`src/rss_pkg.sv`:
```
`default_nettype none
package rss_pkg;
    // Register indices on the plain register port
    localparam logic [1:0] ADDR_BROWNOUT_CONTROL = 2'h0;
    localparam logic [1:0] ADDR_POWER_CONTROL    = 2'h1;
    localparam logic [1:0] ADDR_STATUS           = 2'h2;
    localparam logic [1:0] ADDR_CONFIG           = 2'h3;

    // Brown-out control fields
    localparam int BC_SW_ENABLE_BIT = 7;
    localparam int BC_RESERVED_BIT  = 6;
    localparam int BC_READY_BIT     = 0;

    // Power control fields
    localparam int PC_STACK_OVER_BIT  = 7;
    localparam int PC_STACK_UNDER_BIT = 6;
    localparam int PC_WDT_BIT         = 4;
    localparam int PC_PIN_BIT         = 3;
    localparam int PC_INSTR_BIT       = 2;
    localparam int PC_POR_BIT         = 1;
    localparam int PC_BOR_BIT         = 0;

    // Status fields
    localparam int ST_EXPIRY_BIT     = 1;
    localparam int ST_POWER_DOWN_BIT = 0;

    // Reset values
    localparam logic [7:0] BC_RESET_VALUE = 8'h80;
    localparam logic [7:0] PC_POR_VALUE   = 8'h1c;
    localparam logic [1:0] ST_POR_VALUE   = 2'h3;

    // Timing
    localparam int CLK_HZ          = 10_000_000;
    localparam int POWER_UP_MS     = 64;
    localparam int POWER_UP_CYCLES = POWER_UP_MS * (CLK_HZ / 1000);
    localparam int PIN_RELEASE_CYCLES = 10;
    localparam int GLITCH_CYCLES   = 4;

    localparam logic [15:0] RESET_VECTOR = 16'h0000;
    localparam logic [15:0] IRQ_VECTOR   = 16'h0004;
    localparam logic [1:0]  BOR_MODE_SOFTWARE = 2'h1;
    localparam logic [1:0]  BOR_MODE_OFF      = 2'h0;
    localparam logic [1:0]  BOR_MODE_NO_SLEEP = 2'h2;
endpackage
`default_nettype wire

```
`src/rss_counter.sv`:
```
`timescale 1ns/1ps
`default_nettype none
// Counts while run is high, clears when run low; done once limit is reached
module rss_counter #(
    parameter int WIDTH = 16,
    parameter int LIMIT = 10
) (
    input  wire logic core_clk,  // System clock
    input  wire logic arst_n,    // Async reset
    input  wire logic run,       // Count enable, clear when low
    output logic      done       // Limit reached
);
    logic [WIDTH-1:0] count_q;

    always_ff @(posedge core_clk or negedge arst_n)
    begin
        if (!arst_n)
        begin
            count_q <= '0;
        end
        else if (!run)
        begin
            count_q <= '0;
        end
        else if (count_q != WIDTH'(LIMIT))
        begin
            count_q <= count_q + WIDTH'(1);
        end
    end

    assign done = run && (count_q == WIDTH'(LIMIT));
endmodule
`default_nettype wire

```
`src/rss_glitch_filter.sv`:
```
`timescale 1ns/1ps
`default_nettype none
// Output follows input only after it is stable for STABLE cycles
module rss_glitch_filter #(
    parameter int STABLE = 4
) (
    input  wire logic core_clk,  // System clock
    input  wire logic arst_n,    // Async reset
    input  wire logic pinIn,     // Raw level
    output logic      pinOut     // Filtered level
);
    logic [7:0] stable_q;
    logic       out_q;

    always_ff @(posedge core_clk or negedge arst_n)
    begin
        if (!arst_n)
        begin
            stable_q <= 8'h00;
            out_q    <= 1'b1;
        end
        else if (pinIn == out_q)
        begin
            stable_q <= 8'h00;
        end
        else if (stable_q == 8'(STABLE - 1))
        begin
            out_q    <= pinIn;
            stable_q <= 8'h00;
        end
        else
        begin
            stable_q <= stable_q + 8'h01;
        end
    end

    assign pinOut = out_q;
endmodule
`default_nettype wire

```
`src/rss_reset_source_sequencer.sv`:
```
// Operation
// Both brown-out requests form one brown-out flag
// Low-power brown-out enable bit, erased means off
// Pin reset off only when both bits zero
// Pin low holds reset; weak pull-up on
// Short pin glitches are filtered out
// Internal reset never drives pin
// Disabled pin is input, software pull-up
// Watchdog expiry resets, updates status flags
// Reset instruction resets, clears its flag
// Stack faults reset only when enabled
// Programming exit acts as power-on
// Power-up timer holds reset 64 ms
// Timer starts after power-on and brown-out release
// Start waits for timer, pin, oscillator
// Start ten cycles after late pin release
// Reset vector zero, wake continues next address
// Interrupt wake with enable goes to vector four
// Power-on sets defined status and flags
// Brown-out sets defined status and flags
// Pin reset clears its flag; sleep variant
// Watchdog reset and wake status updates
// Software brown-out enable only in mode 01
// Ready bit shows brown-out circuit active
// Flags change only on own cause
// Software may set flags, no reset
// Combined reset released synchronously
//
// Decided for this implementation: the plain strobed port and the placing of the registers.
`timescale 1ns/1ps
`default_nettype none
module rss_reset_source_sequencer #(
    parameter int POWER_UP_CYCLES = rss_pkg::POWER_UP_CYCLES
) (
    input  wire logic        core_clk,        // System clock
    input  wire logic        arst_n,          // Power-on reset, async
    input  wire logic        lowPowerBorReq,  // Low-power brown-out request
    input  wire logic        brownoutReq,     // Brown-out request
    input  wire logic        brownoutActive,  // Brown-out circuit ready/active
    input  wire logic        masterClearPin,  // External reset pin level
    input  wire logic        watchdogExpire,  // Watchdog timeout pulse
    input  wire logic        resetInstr,      // Reset instruction pulse
    input  wire logic        stackOver,       // Stack overflow pulse
    input  wire logic        stackUnder,      // Stack underflow pulse
    input  wire logic        progExit,        // Programming mode exit pulse
    input  wire logic        oscStartDone,    // Oscillator start-up complete
    input  wire logic        sleeping,        // Core asleep
    input  wire logic        wakeIrq,         // Interrupt wake pulse
    input  wire logic        globalIrqEnable, // Global interrupt enable
    input  wire logic [15:0] currentPc,       // Program counter in sleep
    input  wire logic        swPullUp,        // Software pull-up for GPIO use
    input  wire logic        cfgLowPowerBor,  // Low-power brown-out config bit
    input  wire logic        cfgClearPinEn,   // Pin reset enable config bit
    input  wire logic        cfgLowVoltProg,  // Low-voltage programming bit
    input  wire logic        cfgStackFaultEn, // Stack fault reset enable
    input  wire logic        cfgPowerUpEn_n,  // Power-up timer enable, low
    input  wire logic [1:0]  cfgBorMode,      // Brown-out mode config
    input  wire logic [1:0]  regAddr,         // Register address
    input  wire logic [7:0]  regWdata,        // Write data
    input  wire logic        regWr,           // Write strobe
    input  wire logic        regRd,           // Read strobe
    output logic      [7:0]  regRdata,        // Read data, cycle after strobe
    output logic             coreReset,       // Combined reset to core
    output logic             brownoutEnable,  // Brown-out circuit enable
    output logic             pinPullUp,       // Weak pull-up on pin
    output logic             pinGpio,         // Filtered pin as GPIO input
    output logic      [15:0] pcLoad,          // Program counter to load
    output logic             pcLoadStrobe,    // Load pcLoad this cycle
    output logic             pushReturn       // Push return address
);
    logic borAny;
    logic pinEnable;
    logic pinFilt;
    logic pinHold;
    logic stackFault;
    logic resetEvt;
    logic porEvt;
    logic borEvt_q;
    logic pwrtDone;
    logic releaseDone;
    logic holdNow;

    logic       swBorEn_q;
    logic       reservedBit_q;
    logic [7:0] pcon_q;
    logic [1:0] status_q;
    logic       porPend_q;
    logic       pwrtRun_q;
    logic       pinPrev_q;
    logic       waitPin_q;
    logic       reset_q;
    logic [7:0] rdata_q;
    logic       pullUp_q;
    logic       gpio_q;
    logic       bore_q;
    logic [15:0] pc_q;
    logic       pcStb_q;
    logic       push_q;

    // ************
    // Reset request combination
    // ************
    assign borAny     = (cfgLowPowerBor & lowPowerBorReq) | brownoutReq;
    assign pinEnable  = cfgClearPinEn | cfgLowVoltProg;
    assign pinHold    = pinEnable & ~pinFilt;
    assign stackFault = cfgStackFaultEn & (stackOver | stackUnder);
    assign porEvt     = progExit;
    assign resetEvt   = porEvt | borAny | (watchdogExpire & ~sleeping) | resetInstr | stackFault;

    rss_glitch_filter #(
        .STABLE (rss_pkg::GLITCH_CYCLES)
    ) u_filter (
        .core_clk (core_clk),
        .arst_n   (arst_n),
        .pinIn    (masterClearPin),
        .pinOut   (pinFilt)
    );

    // ************
    // Start-up timers
    // ************
    rss_counter #(
        .WIDTH (20),
        .LIMIT (POWER_UP_CYCLES)
    ) u_power_up_timer (
        .core_clk (core_clk),
        .arst_n   (arst_n),
        .run      (pwrtRun_q & ~borAny),
        .done     (pwrtDone)
    );

    rss_counter #(
        .WIDTH (4),
        .LIMIT (rss_pkg::PIN_RELEASE_CYCLES)
    ) u_release (
        .core_clk (core_clk),
        .arst_n   (arst_n),
        .run      (waitPin_q & ~pinHold),
        .done     (releaseDone)
    );

    // Power-up timer phase after power-on or brown-out
    always_ff @(posedge core_clk or negedge arst_n)
    begin
        if (!arst_n)
        begin
            porPend_q <= 1'b1;
            pwrtRun_q <= 1'b0;
        end
        else if (porEvt | borAny)
        begin
            porPend_q <= 1'b1;
            pwrtRun_q <= 1'b0;
        end
        else if (porPend_q)
        begin
            porPend_q <= 1'b0;
            pwrtRun_q <= ~cfgPowerUpEn_n;
        end
        else if (pwrtDone)
        begin
            pwrtRun_q <= 1'b0;
        end
    end

    // Pin release delay: armed while pin holds reset
    always_ff @(posedge core_clk or negedge arst_n)
    begin
        if (!arst_n)
        begin
            waitPin_q <= 1'b0;
            pinPrev_q <= 1'b0;
        end
        else
        begin
            pinPrev_q <= pinHold;
            if (pinHold)
            begin
                waitPin_q <= 1'b1;
            end
            else if (releaseDone)
            begin
                waitPin_q <= 1'b0;
            end
        end
    end

    assign holdNow = resetEvt | porPend_q | pwrtRun_q | pinHold | waitPin_q
                   | ~oscStartDone;

    // ************
    // Combined reset and program counter
    // ************
    always_ff @(posedge core_clk or negedge arst_n)
    begin
        if (!arst_n)
        begin
            reset_q <= 1'b1;
            pc_q    <= rss_pkg::RESET_VECTOR;
            pcStb_q <= 1'b0;
            push_q  <= 1'b0;
        end
        else
        begin
            reset_q <= holdNow;
            pcStb_q <= 1'b0;
            push_q  <= 1'b0;
            if (holdNow)
            begin
                pc_q    <= rss_pkg::RESET_VECTOR;
                pcStb_q <= 1'b1;
            end
            else if (sleeping && (wakeIrq || watchdogExpire))
            begin
                pc_q    <= currentPc + 16'h0001;
                pcStb_q <= 1'b1;
                push_q  <= wakeIrq & globalIrqEnable;
            end
            else if (push_q)
            begin
                pc_q    <= rss_pkg::IRQ_VECTOR;
                pcStb_q <= 1'b1;
            end
        end
    end

    // ************
    // Cause flags and status bits
    // ************
    always_ff @(posedge core_clk or negedge arst_n)
    begin
        if (!arst_n)
        begin
            pcon_q   <= rss_pkg::PC_POR_VALUE;
            status_q <= rss_pkg::ST_POR_VALUE;
        end
        else if (porEvt)
        begin
            pcon_q   <= rss_pkg::PC_POR_VALUE;
            status_q <= rss_pkg::ST_POR_VALUE;
        end
        else if (borAny)
        begin
            pcon_q[rss_pkg::PC_STACK_OVER_BIT]  <= 1'b0;
            pcon_q[rss_pkg::PC_STACK_UNDER_BIT] <= 1'b0;
            pcon_q[rss_pkg::PC_WDT_BIT]         <= 1'b1;
            pcon_q[rss_pkg::PC_PIN_BIT]         <= 1'b1;
            pcon_q[rss_pkg::PC_INSTR_BIT]       <= 1'b1;
            pcon_q[rss_pkg::PC_BOR_BIT]         <= 1'b0;
            status_q <= rss_pkg::ST_POR_VALUE;
        end
        else
        begin
            // Software write first; hardware causes win below
            if (regWr && regAddr == rss_pkg::ADDR_POWER_CONTROL)
            begin
                pcon_q <= regWdata & 8'hdf;
            end
            if (regWr && regAddr == rss_pkg::ADDR_STATUS)
            begin
                status_q <= regWdata[1:0];
            end
            if (watchdogExpire)
            begin
                status_q[rss_pkg::ST_EXPIRY_BIT] <= 1'b0;
                if (sleeping)
                begin
                    status_q[rss_pkg::ST_POWER_DOWN_BIT] <= 1'b0;
                end
                else
                begin
                    pcon_q[rss_pkg::PC_WDT_BIT] <= 1'b0;
                end
            end
            if (resetInstr)
            begin
                pcon_q[rss_pkg::PC_INSTR_BIT] <= 1'b0;
            end
            if (stackFault && stackOver)
            begin
                pcon_q[rss_pkg::PC_STACK_OVER_BIT] <= 1'b1;
            end
            if (stackFault && stackUnder)
            begin
                pcon_q[rss_pkg::PC_STACK_UNDER_BIT] <= 1'b1;
            end
            if (pinHold && !pinPrev_q)
            begin
                pcon_q[rss_pkg::PC_PIN_BIT] <= 1'b0;
                if (sleeping)
                begin
                    status_q <= 2'h2;
                end
            end
            if (wakeIrq && sleeping)
            begin
                status_q <= 2'h2;
            end
        end
    end

    // ************
    // Brown-out control register
    // ************
    always_ff @(posedge core_clk or negedge arst_n)
    begin
        if (!arst_n)
        begin
            swBorEn_q     <= rss_pkg::BC_RESET_VALUE[rss_pkg::BC_SW_ENABLE_BIT];
            reservedBit_q <= rss_pkg::BC_RESET_VALUE[rss_pkg::BC_RESERVED_BIT];
        end
        else if (porEvt | borAny)
        begin
            reservedBit_q <= 1'b0;
        end
        else if (regWr && regAddr == rss_pkg::ADDR_BROWNOUT_CONTROL)
        begin
            swBorEn_q     <= regWdata[rss_pkg::BC_SW_ENABLE_BIT];
            reservedBit_q <= regWdata[rss_pkg::BC_RESERVED_BIT];
        end
    end

    always_ff @(posedge core_clk or negedge arst_n)
    begin
        if (!arst_n)
        begin
            bore_q <= 1'b1;
        end
        else
        begin
            unique case (cfgBorMode)
                rss_pkg::BOR_MODE_OFF:      bore_q <= 1'b0;
                rss_pkg::BOR_MODE_SOFTWARE: bore_q <= swBorEn_q;
                rss_pkg::BOR_MODE_NO_SLEEP: bore_q <= ~sleeping;
                default:                    bore_q <= 1'b1;
            endcase
        end
    end

    // ************
    // Pin and read port
    // ************
    always_ff @(posedge core_clk or negedge arst_n)
    begin
        if (!arst_n)
        begin
            pullUp_q <= 1'b1;
            gpio_q   <= 1'b1;
        end
        else
        begin
            pullUp_q <= pinEnable | swPullUp;
            gpio_q   <= pinFilt;
        end
    end

    always_ff @(posedge core_clk or negedge arst_n)
    begin
        if (!arst_n)
        begin
            rdata_q <= 8'h00;
        end
        else if (regRd)
        begin
            unique case (regAddr)
                rss_pkg::ADDR_BROWNOUT_CONTROL:
                    rdata_q <= {swBorEn_q, reservedBit_q, 5'h00, brownoutActive};
                rss_pkg::ADDR_POWER_CONTROL:
                    rdata_q <= pcon_q;
                rss_pkg::ADDR_STATUS:
                    rdata_q <= {6'h00, status_q};
                rss_pkg::ADDR_CONFIG:
                    rdata_q <= {cfgBorMode, cfgPowerUpEn_n, cfgStackFaultEn,
                                cfgLowVoltProg, cfgClearPinEn, cfgLowPowerBor, 1'b0};
            endcase
        end
        else
        begin
            rdata_q <= 8'h00;
        end
    end

    assign regRdata       = rdata_q;
    assign coreReset      = reset_q;
    assign brownoutEnable = bore_q;
    assign pinPullUp      = pullUp_q;
    assign pinGpio        = gpio_q;
    assign pcLoad         = pc_q;
    assign pcLoadStrobe   = pcStb_q;
    assign pushReturn     = push_q;
endmodule
`default_nettype wire

```
`config.mk`:
```
export PLATFORM = sky130hd
export DESIGN_NAME = rss_reset_source_sequencer
export DESIGN_NICKNAME = d
export VERILOG_FILES = /design/src/rss_pkg.sv /design/src/rss_counter.sv /design/src/rss_glitch_filter.sv /design/src/rss_reset_source_sequencer.sv
export SDC_FILE = /design/constraint.sdc
export NUM_CORES = 1
export LEC_CHECK = 0
export BUFFER_PORTS_ARGS = -buffer_cell sky130_fd_sc_hd__buf_2
export CORE_MARGIN = 2
export CORE_UTILIZATION = 50
export CTS_CLUSTER_SIZE = 30
export DETAILED_ROUTE_END_ITERATION = 8
export GPL_TIMING_DRIVEN = 0
export PLACE_DENSITY = 0.76
export SYNTH_ARGS = -nofsm -noshare
export SYNTH_HDL_FRONTEND = slang
export SYNTH_SLANG_ARGS = --single-unit
```
`constraint.sdc`:
```
create_clock -name core_clk -period 1.85 [get_ports core_clk]
set_input_delay 0.0925 -clock core_clk [delete_from_list [all_inputs] [get_ports core_clk]]
set_output_delay 0.0925 -clock core_clk [all_outputs]
set_load 0.01 [all_outputs]
```
==> impl_results.md <==
* Synthesized Nets at 424
* HP Class: in -> reg
* I/O pins at between 80 and 90
* Avg Inst Size Synth at 10.7 um^2
* Post-DR wirelength/cell at 16.6 um
* Area grow syn2layout at 33.7%
* Buffers on Ports at between 70 and 80
* Post-layout util at 68.4%
* Clock Skews at 0.0160 ns
* Initial core utilization at 51.2%
* First-pass GRT wire length at 16400 um
* TritonCTS sink count at 78
* Distinct cells, synth at 52
* Sequential fraction of the synthesis area at 50.0%
* Pwr dens at 813 nW/um^2
* Commonest non-fill, non-tap cell in the layout: buf_2
* Core Area at 7690 um^2
* Async S/R FF share, synth at 100%
* Crit path max fanout at 4
* Final Instance Area at roughly 5300 um^2
* Lkg Pwr at 2.40 nW
* Clk_lat worst skew at 0.36 ns
* CP required at 2.13 ns
* Layout Cells excl Fill at 609
* Synth Cell Area at 3930 um^2
* CP Launch Type: flop
* Nets at 559
* ANT nets after route at 0
* Crit path time final at 1.95 ns
* TritonCTS clock tree: yes
* Status: finished with violations
* Die Wd at 92.7 um
* Drt drc at 0
* Synth Instances at 367
* Largest net degree at the start of global routing at 62
* Worst Setup Path Type: reg -> reg
* Peak supply drop at 0.547 mV
* Clk root buf: clkbuf_8
* Crit path DAT at 2.23 ns
* Vias at 3372
* DR vias/cell at approximately 5.5
* Antenna fix cells at 0
* Gr usage total at between 20 and 25%
* Max-slew violation count at 0
* Fin Setup TNS at -0.971 ns
* Max Freq at 0.512 GHz
* Warning count from the yosys run at 0
* Worst-Margin Slew at 0.565 ns
* Die Y at slightly above 90 um
* Dpl cells at 549
* RSZ-0062 raised after global routing: yes
* Die area at between 8000 and 9000 um^2
* DP HPWL at 6190 um
* Most frequent cells in the layout: buf_2 (78), dfrtp_1 (64), nor2_1 (34)
* TritonCTS Buffers at 9
* Cell Area, Placed at around 4500 um^2
* Routed WL at 10100 um
* Fin worst setup slack at -0.102 ns
* H-tree level count at 3
* Routability cong. at roughly 0.83
* Clock Path Buffers at 2
* Grt ovf at 0
* Rows at 32
* DRT Pass-1 Iters at 5
* Fin crit share at 105%
* Slew Limit Headroom at 62.3%
* Clock-pin slew on the worst setup and hold paths at approximately 0.080 ns
* Pre-CTS setup slack at -0.264 ns
* Failing checks: negative setup slack
* Endpoints failing setup at 17
* Synth Flop Type: dfrtp_1
* Post-synth EDFFs at 0
* Setup crit end kind: flop
* Share of layout cells above drive strength 1 at between 30 and 40%
* Vias in the first global route at 3487
* 1st-iter DRT viols at 176
* Fin. Hold Viols at 0
* Flop-to-flop setup slack at -0.10 ns
* Initial antenna violation count at 0
* Flop and latch count out of synthesis at between 70 and 80
* Max Cap Violations at 0
==> cell type report <==
class | instances | area [um^2]
flip-flops and latches | 78 | 1970
plain buffers | 7 | 50.0
inverters | 15 | 56.3
well taps | 102 | 128
fillers | 571 | 2430
clock inverters | 7 | 121
repair buffers | 126 | 841
multi-input cells | 265 | 1970
clock buffers | 9 | 124
==> cells in the mapped netlist, drive strengths merged (2+ instances only) <==
master   instances  share of area, %
and4             3              0.67
dfrtp           66                42
and2             5              0.80
a21oi           17               2.2
or4              5               1.0
nor2            34               3.2
nor4b            2              0.45
ha               6               1.9
dfstp           12               8.0
o21ai           17               2.2
clkbuf           5              0.48
nand4b           2              0.60
o31ai            4              0.76
nand3           20               2.8
a211o            2              0.45
nor2b            3              0.48
nor3             9               1.1
o2bb2ai         14               4.7
a211oi           2              0.70
mux2             3              0.86
nor4            11               2.1
and3             3              0.48
inv             15               1.4
xnor2           23               5.1
nand3b           4              0.76
nand4            6               1.1
buf              4               1.0
mux2i           17               4.3
xor2             9               2.0
or3              9               1.5
nand2           25               2.4
==> repair_timing <==
action,in CTS,in global routing
pin swaps,3,10
gates resized for setup,15,17
buffers inserted,29,2
hold buffers,14,0
hold endpoints to repair,78,0
gates cloned,1,1
setup endpoints to repair,21,25
==> critical path, stage by stage, from the launching register on <==
cell and delay [ns]:
dfstp_2 0.53, o21bai_4 0.12, inv_2 0.06, or4_4 0.43, buf_6 0.15, nor4_4 0.12, buf_4 0.19, buf_4 0.16
o2bb2ai_2 0.11
==> final timing paths <==
check                           depth (start not counted)                        end                   startpoint
worst max-delay path                                    8     pcLoad[10]$_DFFE_PN0P_  u_filter.pinOut$_DFFE_PN1P_
worst min register to register                          1          pinGpio$_DFF_PN1_  u_filter.pinOut$_DFFE_PN1P_
worst max register to register                          8     pcLoad[10]$_DFFE_PN0P_  u_filter.pinOut$_DFFE_PN1P_
worst min-delay path                                    3  reservedBit_q$_DFFE_PN0P_                  regWdata[6]
max in group asynchronous                               3      pcon_q[3]$_DFFE_PN1P_                       arst_n
min in group asynchronous                               2      pcLoad[2]$_DFFE_PN0P_                       arst_n
==> layer usage <==
metal | vias up | routed length (um) | track usage [%]
li1 | 1583 | - | -
met5 | - | 0 | 0
met4 | 0 | 302 | 11.3
met1 | 1663 | 4090 | 28.9
met3 | 30 | 495 | 4.31
met2 | 96 | 5210 | 42.4
==> through the flow <==
step                      hold slack [ns]  total power, W
final                             0.00114         0.00427
after floorplan                    -0.203         0.00229
after detailed placement          -0.0127         0.00253
after global placement              0.282         0.00249
after global routing               0.0220         0.00445
after CTS                         0.00416         0.00427
==> power by group <==
group	switching (W)	internal (W)
Clock	0.000675	0.000903
Sequential	0.0000903	0.00185
Combinational	0.000373	0.000383
Total	0.00114	0.00314
==> cell families (layout without fill, tap and decap cells) <==
kind of cell             count (synthesis)  after routing  share of synthesized area [%]
adder cells (fa/ha/maj)                  6              6                           1.91
XOR/XNOR                                32             32                           7.13
multiplexers                            20             20                           5.19
flip-flops                              78             78                           50.0
AND/OR/NAND/NOR                        145            145                           20.3
buffers and inverters                   24            164                           2.96
AO/OA/AOI/OAI                           62             62                           12.5
==> flip-flops by register name (all words and copies together), names as in the netlist, 2 cells and up <==
signal                    cells
u_power_up_timer.count_q     20
pcLoad                       16
regRdata                      8
u_filter.stable_q             8
pcon_q                        7
u_release.count_q             4
status_q                      2
(Power assumes the default switching activity.)
